File: config.mk
export PLATFORM = sky130hd
export DESIGN_NAME = lic_top
export DESIGN_NICKNAME = d
export VERILOG_FILES = /design/src/common/lic_pkg.sv /design/src/design/lic_led_chan.sv /design/src/design/lic_top.sv
export SDC_FILE = /design/constraint.sdc
export NUM_CORES = 1
export LEC_CHECK = 0
export ABC_AREA = 1
export BUFFER_PORTS_ARGS = -buffer_cell sky130_fd_sc_hd__clkbuf_2
export CORE_UTILIZATION = 45
export DETAILED_ROUTE_END_ITERATION = 10
export HOLD_SLACK_MARGIN = 0.12
export PLACE_DENSITY = 0.7
export SLEW_MARGIN = 30
export SYNTH_ARGS = -nofsm -noshare
export SYNTH_HDL_FRONTEND = slang
export SYNTH_SLANG_ARGS = --single-unit
File: constraint.sdc
create_clock -name clk -period 4.7 [get_ports clk]
set_clock_uncertainty 0.2 [all_clocks]
set_input_delay 0.94 -clock clk [delete_from_list [all_inputs] [get_ports clk]]
set_output_delay 0.94 -clock clk [all_outputs]
set_load 0.02 [all_outputs]
File: src/common/lic_pkg.sv
// Purpose: constants shared by the LED indicator configuration block
// Assumes: 10 MHz core clock, 32-bit Avalon-MM register access
// Notes:   register offsets are word indexes; byte address is four times the index

// ************************************************
// package
// ************************************************
package lic_pkg;

  localparam int NUM_LED = 4;

  // register word indexes
  localparam logic [5:0] IDX_LED_ZERO_CONFIG  = 6'h24;
  localparam logic [5:0] IDX_LED_ONE_CONFIG   = 6'h25;
  localparam logic [5:0] IDX_LED_TWO_CONFIG   = 6'h26;
  localparam logic [5:0] IDX_LED_THREE_CONFIG = 6'h27;

  // field positions
  localparam int BIT_LED_OUTPUT_GATE     = 1;
  localparam int BIT_LED_INVERT          = 2;
  localparam int BIT_LED_STRETCH         = 3;
  localparam int BIT_TEN_MEG_SELECT      = 4;
  localparam int BIT_HUNDRED_MEG_SELECT  = 5;
  localparam int BIT_COND_LO             = 12;
  localparam int BIT_COND_HI             = 16;
  localparam int NUM_COND                = 5;
  localparam int BIT_LED_DRIVE_MIRROR    = 31;

  // reset value and writable bits (bits 0, 7, 30:17 reserved, 31 read-only)
  localparam logic [31:0] CFG_RESET = 32'h0000_040e;
  localparam logic [31:0] CFG_WMASK = 32'h0001_ff7e;

  // timing
  localparam int CLK_KHZ          = 10_000;
  localparam int BLINK_SLOW_MS    = 500;   // half period of 1 Hz
  localparam int BLINK_FAST_MS    = 125;   // half period of 4 Hz
  localparam int STRETCH_MS       = 50;
  localparam int BLINK_SLOW_CYC   = BLINK_SLOW_MS * CLK_KHZ;
  localparam int BLINK_FAST_CYC   = BLINK_FAST_MS * CLK_KHZ;
  localparam int STRETCH_CYC      = STRETCH_MS * CLK_KHZ;

  // bus handshake phases
  typedef enum logic [1:0] {
    LIC_BUS_IDLE = 2'b00,
    LIC_BUS_ACK  = 2'b01
  } lic_bus_e;

endpackage : lic_pkg

File: src/design/lic_led_chan.sv
// Purpose: one LED channel: condition combine, inversion, stretch, gate
// Assumes: condition inputs are on the core clock
// Notes:   led_q is registered and also feeds the read-back mirror

`timescale 1ns/1ps
`default_nettype none

module lic_led_chan #(
  parameter int STRETCH_CYC = lic_pkg::STRETCH_CYC
) (
  // clock and reset
  input  wire logic        clk,
  input  wire logic        resetn,
  input  wire logic        ce,
  // configuration and conditions
  input  wire logic [31:0] cfg,
  input  wire logic [4:0]  cond,
  input  wire logic [1:0]  spd_latch,
  input  wire logic        blink_slow,
  input  wire logic        blink_fast,
  // led drive
  output logic             led_q
);

  logic        raw;
  logic        pol;
  logic        held_q;
  logic [31:0] cnt_q;

  // ************************************************
  // combine and invert
  // ************************************************
  always_comb begin
    raw = |(cfg[lic_pkg::BIT_COND_HI:lic_pkg::BIT_COND_LO] & cond);
    raw = raw | (cfg[lic_pkg::BIT_TEN_MEG_SELECT] & spd_latch[0] & blink_slow);
    raw = raw | (cfg[lic_pkg::BIT_HUNDRED_MEG_SELECT] & spd_latch[1] & blink_fast);
    pol = raw ^ cfg[lic_pkg::BIT_LED_INVERT];
  end

  // ************************************************
  // pulse stretch
  // ************************************************
  always_ff @(posedge clk) begin
    if (!resetn) begin
      held_q <= 1'b0;
      cnt_q  <= 32'h0000_0000;
    end else if (ce) begin
      if (!cfg[lic_pkg::BIT_LED_STRETCH]) begin
        held_q <= pol;
        cnt_q  <= 32'h0000_0000;
      end else if (cnt_q != 32'h0000_0000) begin
        cnt_q <= cnt_q - 32'h0000_0001;
      end else if (pol != held_q) begin
        held_q <= pol;
        cnt_q  <= 32'(STRETCH_CYC - 1);
      end
    end
  end

  // ************************************************
  // enable gate
  // ************************************************
  always_ff @(posedge clk) begin
    if (!resetn) begin
      led_q <= 1'b0;
    end else if (ce) begin
      led_q <= held_q & cfg[lic_pkg::BIT_LED_OUTPUT_GATE];
    end
  end

endmodule : lic_led_chan

`default_nettype wire

File: src/design/lic_top.sv
// Purpose: four LED configuration registers on Avalon-MM driving four LEDs
// Assumes: status conditions and speed latches come from core-clock logic
// Notes:   one wait state on every access; unmapped reads return zero

`timescale 1ns/1ps
`default_nettype none

module lic_top #(
  parameter int BLINK_SLOW_CYC = lic_pkg::BLINK_SLOW_CYC,
  parameter int BLINK_FAST_CYC = lic_pkg::BLINK_FAST_CYC,
  parameter int STRETCH_CYC    = lic_pkg::STRETCH_CYC
) (
  // clock and reset
  input  wire logic        clk,
  input  wire logic        resetn,
  input  wire logic        ce,
  // avalon-mm slave
  input  wire logic [7:0]  avs_address,
  input  wire logic        avs_read,
  input  wire logic        avs_write,
  input  wire logic [31:0] avs_writedata,
  input  wire logic [3:0]  avs_byteenable,
  output logic [31:0]      avs_readdata,
  output logic             avs_waitrequest,
  // status conditions
  input  wire logic        tx_active,
  input  wire logic        rx_active,
  input  wire logic        babble_station_select,
  input  wire logic        simultaneous_txrx_flag,
  input  wire logic        line_sense_select,
  input  wire logic        ten_meg_latch,
  input  wire logic        hundred_meg_latch,
  // leds
  output logic [3:0]       led_out
);

  lic_pkg::lic_bus_e  bus_q;
  logic [31:0]        cfg_q [lic_pkg::NUM_LED];
  logic [31:0]        blink_slow_cnt_q;
  logic [31:0]        blink_fast_cnt_q;
  logic               blink_slow_q;
  logic               blink_fast_q;
  logic [4:0]         cond;
  logic [31:0]        wmask;
  logic               req;
  logic [2:0]         rd_sel;

  // ************************************************
  // decode
  // ************************************************
  function automatic logic [2:0] led_sel(input logic [7:0] addr);
    logic [2:0] r;
    r = 3'h4;
    case (addr[7:2])
      lic_pkg::IDX_LED_ZERO_CONFIG:  r = 3'h0;
      lic_pkg::IDX_LED_ONE_CONFIG:   r = 3'h1;
      lic_pkg::IDX_LED_TWO_CONFIG:   r = 3'h2;
      lic_pkg::IDX_LED_THREE_CONFIG: r = 3'h3;
      default:                       r = 3'h4;
    endcase
    return r;
  endfunction : led_sel

  assign cond  = {line_sense_select, simultaneous_txrx_flag, babble_station_select, rx_active, tx_active};
  assign req   = avs_read | avs_write;
  assign rd_sel = led_sel(avs_address);
  assign wmask = {{8{avs_byteenable[3]}}, {8{avs_byteenable[2]}},
                  {8{avs_byteenable[1]}}, {8{avs_byteenable[0]}}} & lic_pkg::CFG_WMASK;

  // ************************************************
  // bus handshake
  // ************************************************
  always_ff @(posedge clk) begin
    if (!resetn) begin
      bus_q           <= lic_pkg::LIC_BUS_IDLE;
      avs_waitrequest <= 1'b1;
    end else if (ce) begin
      case (bus_q)
        lic_pkg::LIC_BUS_IDLE: begin
          if (req) begin
            bus_q           <= lic_pkg::LIC_BUS_ACK;
            avs_waitrequest <= 1'b0;
          end
        end
        lic_pkg::LIC_BUS_ACK: begin
          bus_q           <= lic_pkg::LIC_BUS_IDLE;
          avs_waitrequest <= 1'b1;
        end
        default: begin
          bus_q           <= lic_pkg::LIC_BUS_IDLE;
          avs_waitrequest <= 1'b1;
        end
      endcase
    end
  end

  // ************************************************
  // read data
  // ************************************************
  always_ff @(posedge clk) begin
    if (!resetn) begin
      avs_readdata <= 32'h0000_0000;
    end else if (ce) begin
      if (bus_q == lic_pkg::LIC_BUS_IDLE && avs_read) begin
        if (rd_sel < 3'h4) begin
          avs_readdata <= (cfg_q[rd_sel[1:0]] & lic_pkg::CFG_WMASK)
                          | ({31'h0000_0000, led_out[rd_sel[1:0]]}
                             << lic_pkg::BIT_LED_DRIVE_MIRROR);
        end else begin
          avs_readdata <= 32'h0000_0000;
        end
      end
    end
  end

  // ************************************************
  // configuration registers and channels
  // ************************************************
  genvar g;
  generate
    for (g = 0; g < lic_pkg::NUM_LED; g++) begin : g_led
      always_ff @(posedge clk) begin
        if (!resetn) begin
          cfg_q[g] <= lic_pkg::CFG_RESET;
        end else if (ce) begin
          if (bus_q == lic_pkg::LIC_BUS_ACK && avs_write && led_sel(avs_address) == 3'(g)) begin
            cfg_q[g] <= (cfg_q[g] & ~wmask) | (avs_writedata & wmask);
          end
        end
      end

      lic_led_chan #(
        .STRETCH_CYC (STRETCH_CYC)
      ) u_chan (
        .clk        (clk),
        .resetn     (resetn),
        .ce         (ce),
        .cfg        (cfg_q[g]),
        .cond       (cond),
        .spd_latch  ({hundred_meg_latch, ten_meg_latch}),
        .blink_slow (blink_slow_q),
        .blink_fast (blink_fast_q),
        .led_q      (led_out[g])
      );
    end
  endgenerate

  // ************************************************
  // blink generators
  // ************************************************
  always_ff @(posedge clk) begin
    if (!resetn) begin
      blink_slow_cnt_q <= 32'h0000_0000;
      blink_slow_q     <= 1'b0;
    end else if (ce) begin
      if (blink_slow_cnt_q == 32'(BLINK_SLOW_CYC - 1)) begin
        blink_slow_cnt_q <= 32'h0000_0000;
        blink_slow_q     <= ~blink_slow_q;
      end else begin
        blink_slow_cnt_q <= blink_slow_cnt_q + 32'h0000_0001;
      end
    end
  end

  always_ff @(posedge clk) begin
    if (!resetn) begin
      blink_fast_cnt_q <= 32'h0000_0000;
      blink_fast_q     <= 1'b0;
    end else if (ce) begin
      if (blink_fast_cnt_q == 32'(BLINK_FAST_CYC - 1)) begin
        blink_fast_cnt_q <= 32'h0000_0000;
        blink_fast_q     <= ~blink_fast_q;
      end else begin
        blink_fast_cnt_q <= blink_fast_cnt_q + 32'h0000_0001;
      end
    end
  end

endmodule : lic_top

`default_nettype wire

==> flow_summary.ini <==
[status]
status = complete, no violations

[power]
power.share.sequential_pct = 40.9
total_leakage_power_nw = 7.733
swShare_pct = 31.14
p_comb_share_pct = 20.5
p_int_mw = 4.539
pwr-share-clk_pct = 38.6
power_mw = 6.592
power.density_nw_per_um2 = 364.1
peakVddDrop_mv = 0.2845
p_sw_mw = 2.053

[global_routing]
grtUsageMet3_pct = 3.253
use_met2_pct = 38.93
grt_antenna_before_repair = 0
grt_pass1_vias = 14977
grt.busiest_layer = met2
grt_max_degree = 79
met1_usage_pct = 31.76
grt_usage_pct = 23.55
grt_pass1_wl_mm = 74.02
grt_overflow = 0

[layout]
fin_nets = 2580
stdcell_count = 3010
area_delta_synth_final_pct = 8.799
antennaDiodeCount = 0
drive_gt1_share_pct = 7.002

[timing]
finalWorstPathRequiredPeriod_ps = 3068
worst_slack_ps = 1632
period_share_pct = 65.27
rsz0062_at_grt = no
slew_headroom_pct = 35.23
final-setup-viol-count = 0
slew_violations = 0
hold_viol = 0
max_freq_mhz = 326.0
tightestPinTransition_ps = 968.0
tns_ps = 0

[detailed_routing]
dr.pass1.iters = 8
drtIter0Drc = 1288
vias_per_cell = 5.388
drc = 0
drtAntennaViolNets = 0
vias = 16219
avgRoutedWirePerCell_um = 14.87
routed_wl_mm = 44.75

[placement]
io_buffers = 56
dp.cells = 2950
gp_congestion = 0.9500
dp_hpwl_mm = 30.97
dp_slack_ps = 1152

[clock_network]
clock-sinks = 280
cts_hold_buf = 0
cts_resized = 0
clk_latency_ps = 530
cts_setup_buffers = 0
htreeDepth = 2
cts_buffers = 34
clock_tree.root_cell = clkbuf_16
cts_tree = yes
clk_pin_slew_ps = 60
cts_buffer_depth = 3

[logic_synthesis]
post-synth-top-count-cell = nand2_1
yosysSeqAreaShare_pct = 37.30
synth_seq_cells = 280
syn_area_um2 = 16640
yosysWarningCount = 0
synth_cell_types = 51
ys.flop_type = dfxtp_1
async_flop_share_pct = 0
synthCells = 2515
synth_top_area_share_pct = 26.47
synth.top_cells.by_count = nand2_1, nor2_1, nand3_1
synth_top_cells_by_area = dfxtp_1, nand2_1, nor2_1
postSynthAreaPerCell_um2 = 6.616
yosysTopAreaCell = dfxtp_1
synth_edf_count = 60

[floorplan]
die_w_um = 194.3
core_area_um2 = 36520
fp.dieH_um = 194.3
ios = 93
dieArea_um2 = 37750
row_count = 70
start_util_pct = 45.56

[setup_path]
critPathKind = in -> reg
start_kind = primary input
cp_max_fo = 17
end_kind = flip-flop
arrival_ps = 3260
required_ps = 4890

[min_path]
hold_class = reg -> reg

[run]
cap_violations = 0
## logic make-up (layout without fill, tap and decap cells)
logic type,after synthesis,after routing,share of synthesized area [%]
compound gates,350,350,11.66
fa+ha+maj,6,6,0.4512
other cells,1,16,0.02254
flops,280,280,37.30
simple gates,1499,1499,39.01
xor+xnor,64,64,3.369
buf+inv,315,327,8.197
## cells in the final DEF, fill, tap and decap left out, types with 13 or more instances in the layout
cell type	count
nor2_2	21
edfxtp_1	60
nand2_1	589
o21ai_0	50
buf_4	13
xor2_1	39
a21oi_1	226
dfxtp_1	220
conb_1	16
nand4_1	57
inv_1	187
clkbuf_16	34
or2_2	19
o21bai_1	20
nor3_1	40
xnor2_1	25
nand3_1	243
clkbuf_2	54
nor2_1	487
clkbuf_1	16
## layer usage
metal | share of wire, % | wire length (um)
met4 | 2.4 | 1093
met5 | 0 | 0
met2 | 46 | 20620
met1 | 45 | 20230
met3 | 6.3 | 2804
## power groups by stage
stage	combinational, mW	sequential (mW)	clock (mW)
2_1_floorplan	1.09	2.71	0
3_3_place_gp	1.31	2.74	0
3_5_place_dp	1.33	2.74	0
4_1_cts	1.34	2.69	2.60
5_1_grt	1.53	2.71	2.69
6_report	1.35	2.69	2.55
## sequential cells by signal, summed over array words and instances (netlist names)
signal / cells
avs_waitrequest: 1
blink_slow_cnt_q: 32
blink_slow_q: 1
blink_fast_cnt_q: 32
avs_readdata: 16
bus_q: 1
g_led.u_chan.held_q: 4
g_led.u_chan.led_q: 4
blink_fast_q: 1
cfg_q: 60
g_led.u_chan.cnt_q: 128
## cell type report
class / count / area [um^2]
clock inverters: 7 / 103.9
repair buffers: 68 / 379.1
well taps: 468 / 585.6
inverters: 199 / 750.7
fillers: 3648 / 18420
flip-flops and latches: 280 / 6206
multi-input cells: 1935 / 9125
clock buffers: 53 / 952.2
## through the flow
stage          cell area [um^2]  util (%)  hold slack [ps]
6_report                  18100     49.56            268.8
5_1_grt                   18100     49.56            282.2
4_1_cts                   18100     49.56            268.3
3_5_place_dp              17050     46.67            259.5
3_3_place_gp              17050     46.67            245.1
2_1_floorplan             16690         -            239.4
## path summary, 6_finish.rpt
check | from | to | slack, ps | cells past startpoint
worst min register to register | avs_readdata[3]$_SDFFE_PN0P_ | avs_readdata[3]$_SDFFE_PN0P_ | 270 | 2
worst max register to register | g_led[1].u_chan.cnt_q[0]$_SDFFE_PN0P_ | g_led[1].u_chan.cnt_q[10]$_SDFFE_PN0P_ | 1710 | 10
worst max-delay path | avs_address[7] | cfg_q[0][9]$_SDFFCE_PN0P_ | 1630 | 10
worst min-delay path | avs_readdata[3]$_SDFFE_PN0P_ | avs_readdata[3]$_SDFFE_PN0P_ | 270 | 2
## critical path, stage by stage
cell	delay, ps
clkbuf_2	80
inv_1	70
nor2_1	60
nand2_1	100
nor2_1	80
nor2_2	670
nand4_1	290
nor2_1	450
inv_1	340
nor2_1	170
Power figures use the tool's default switching activity.
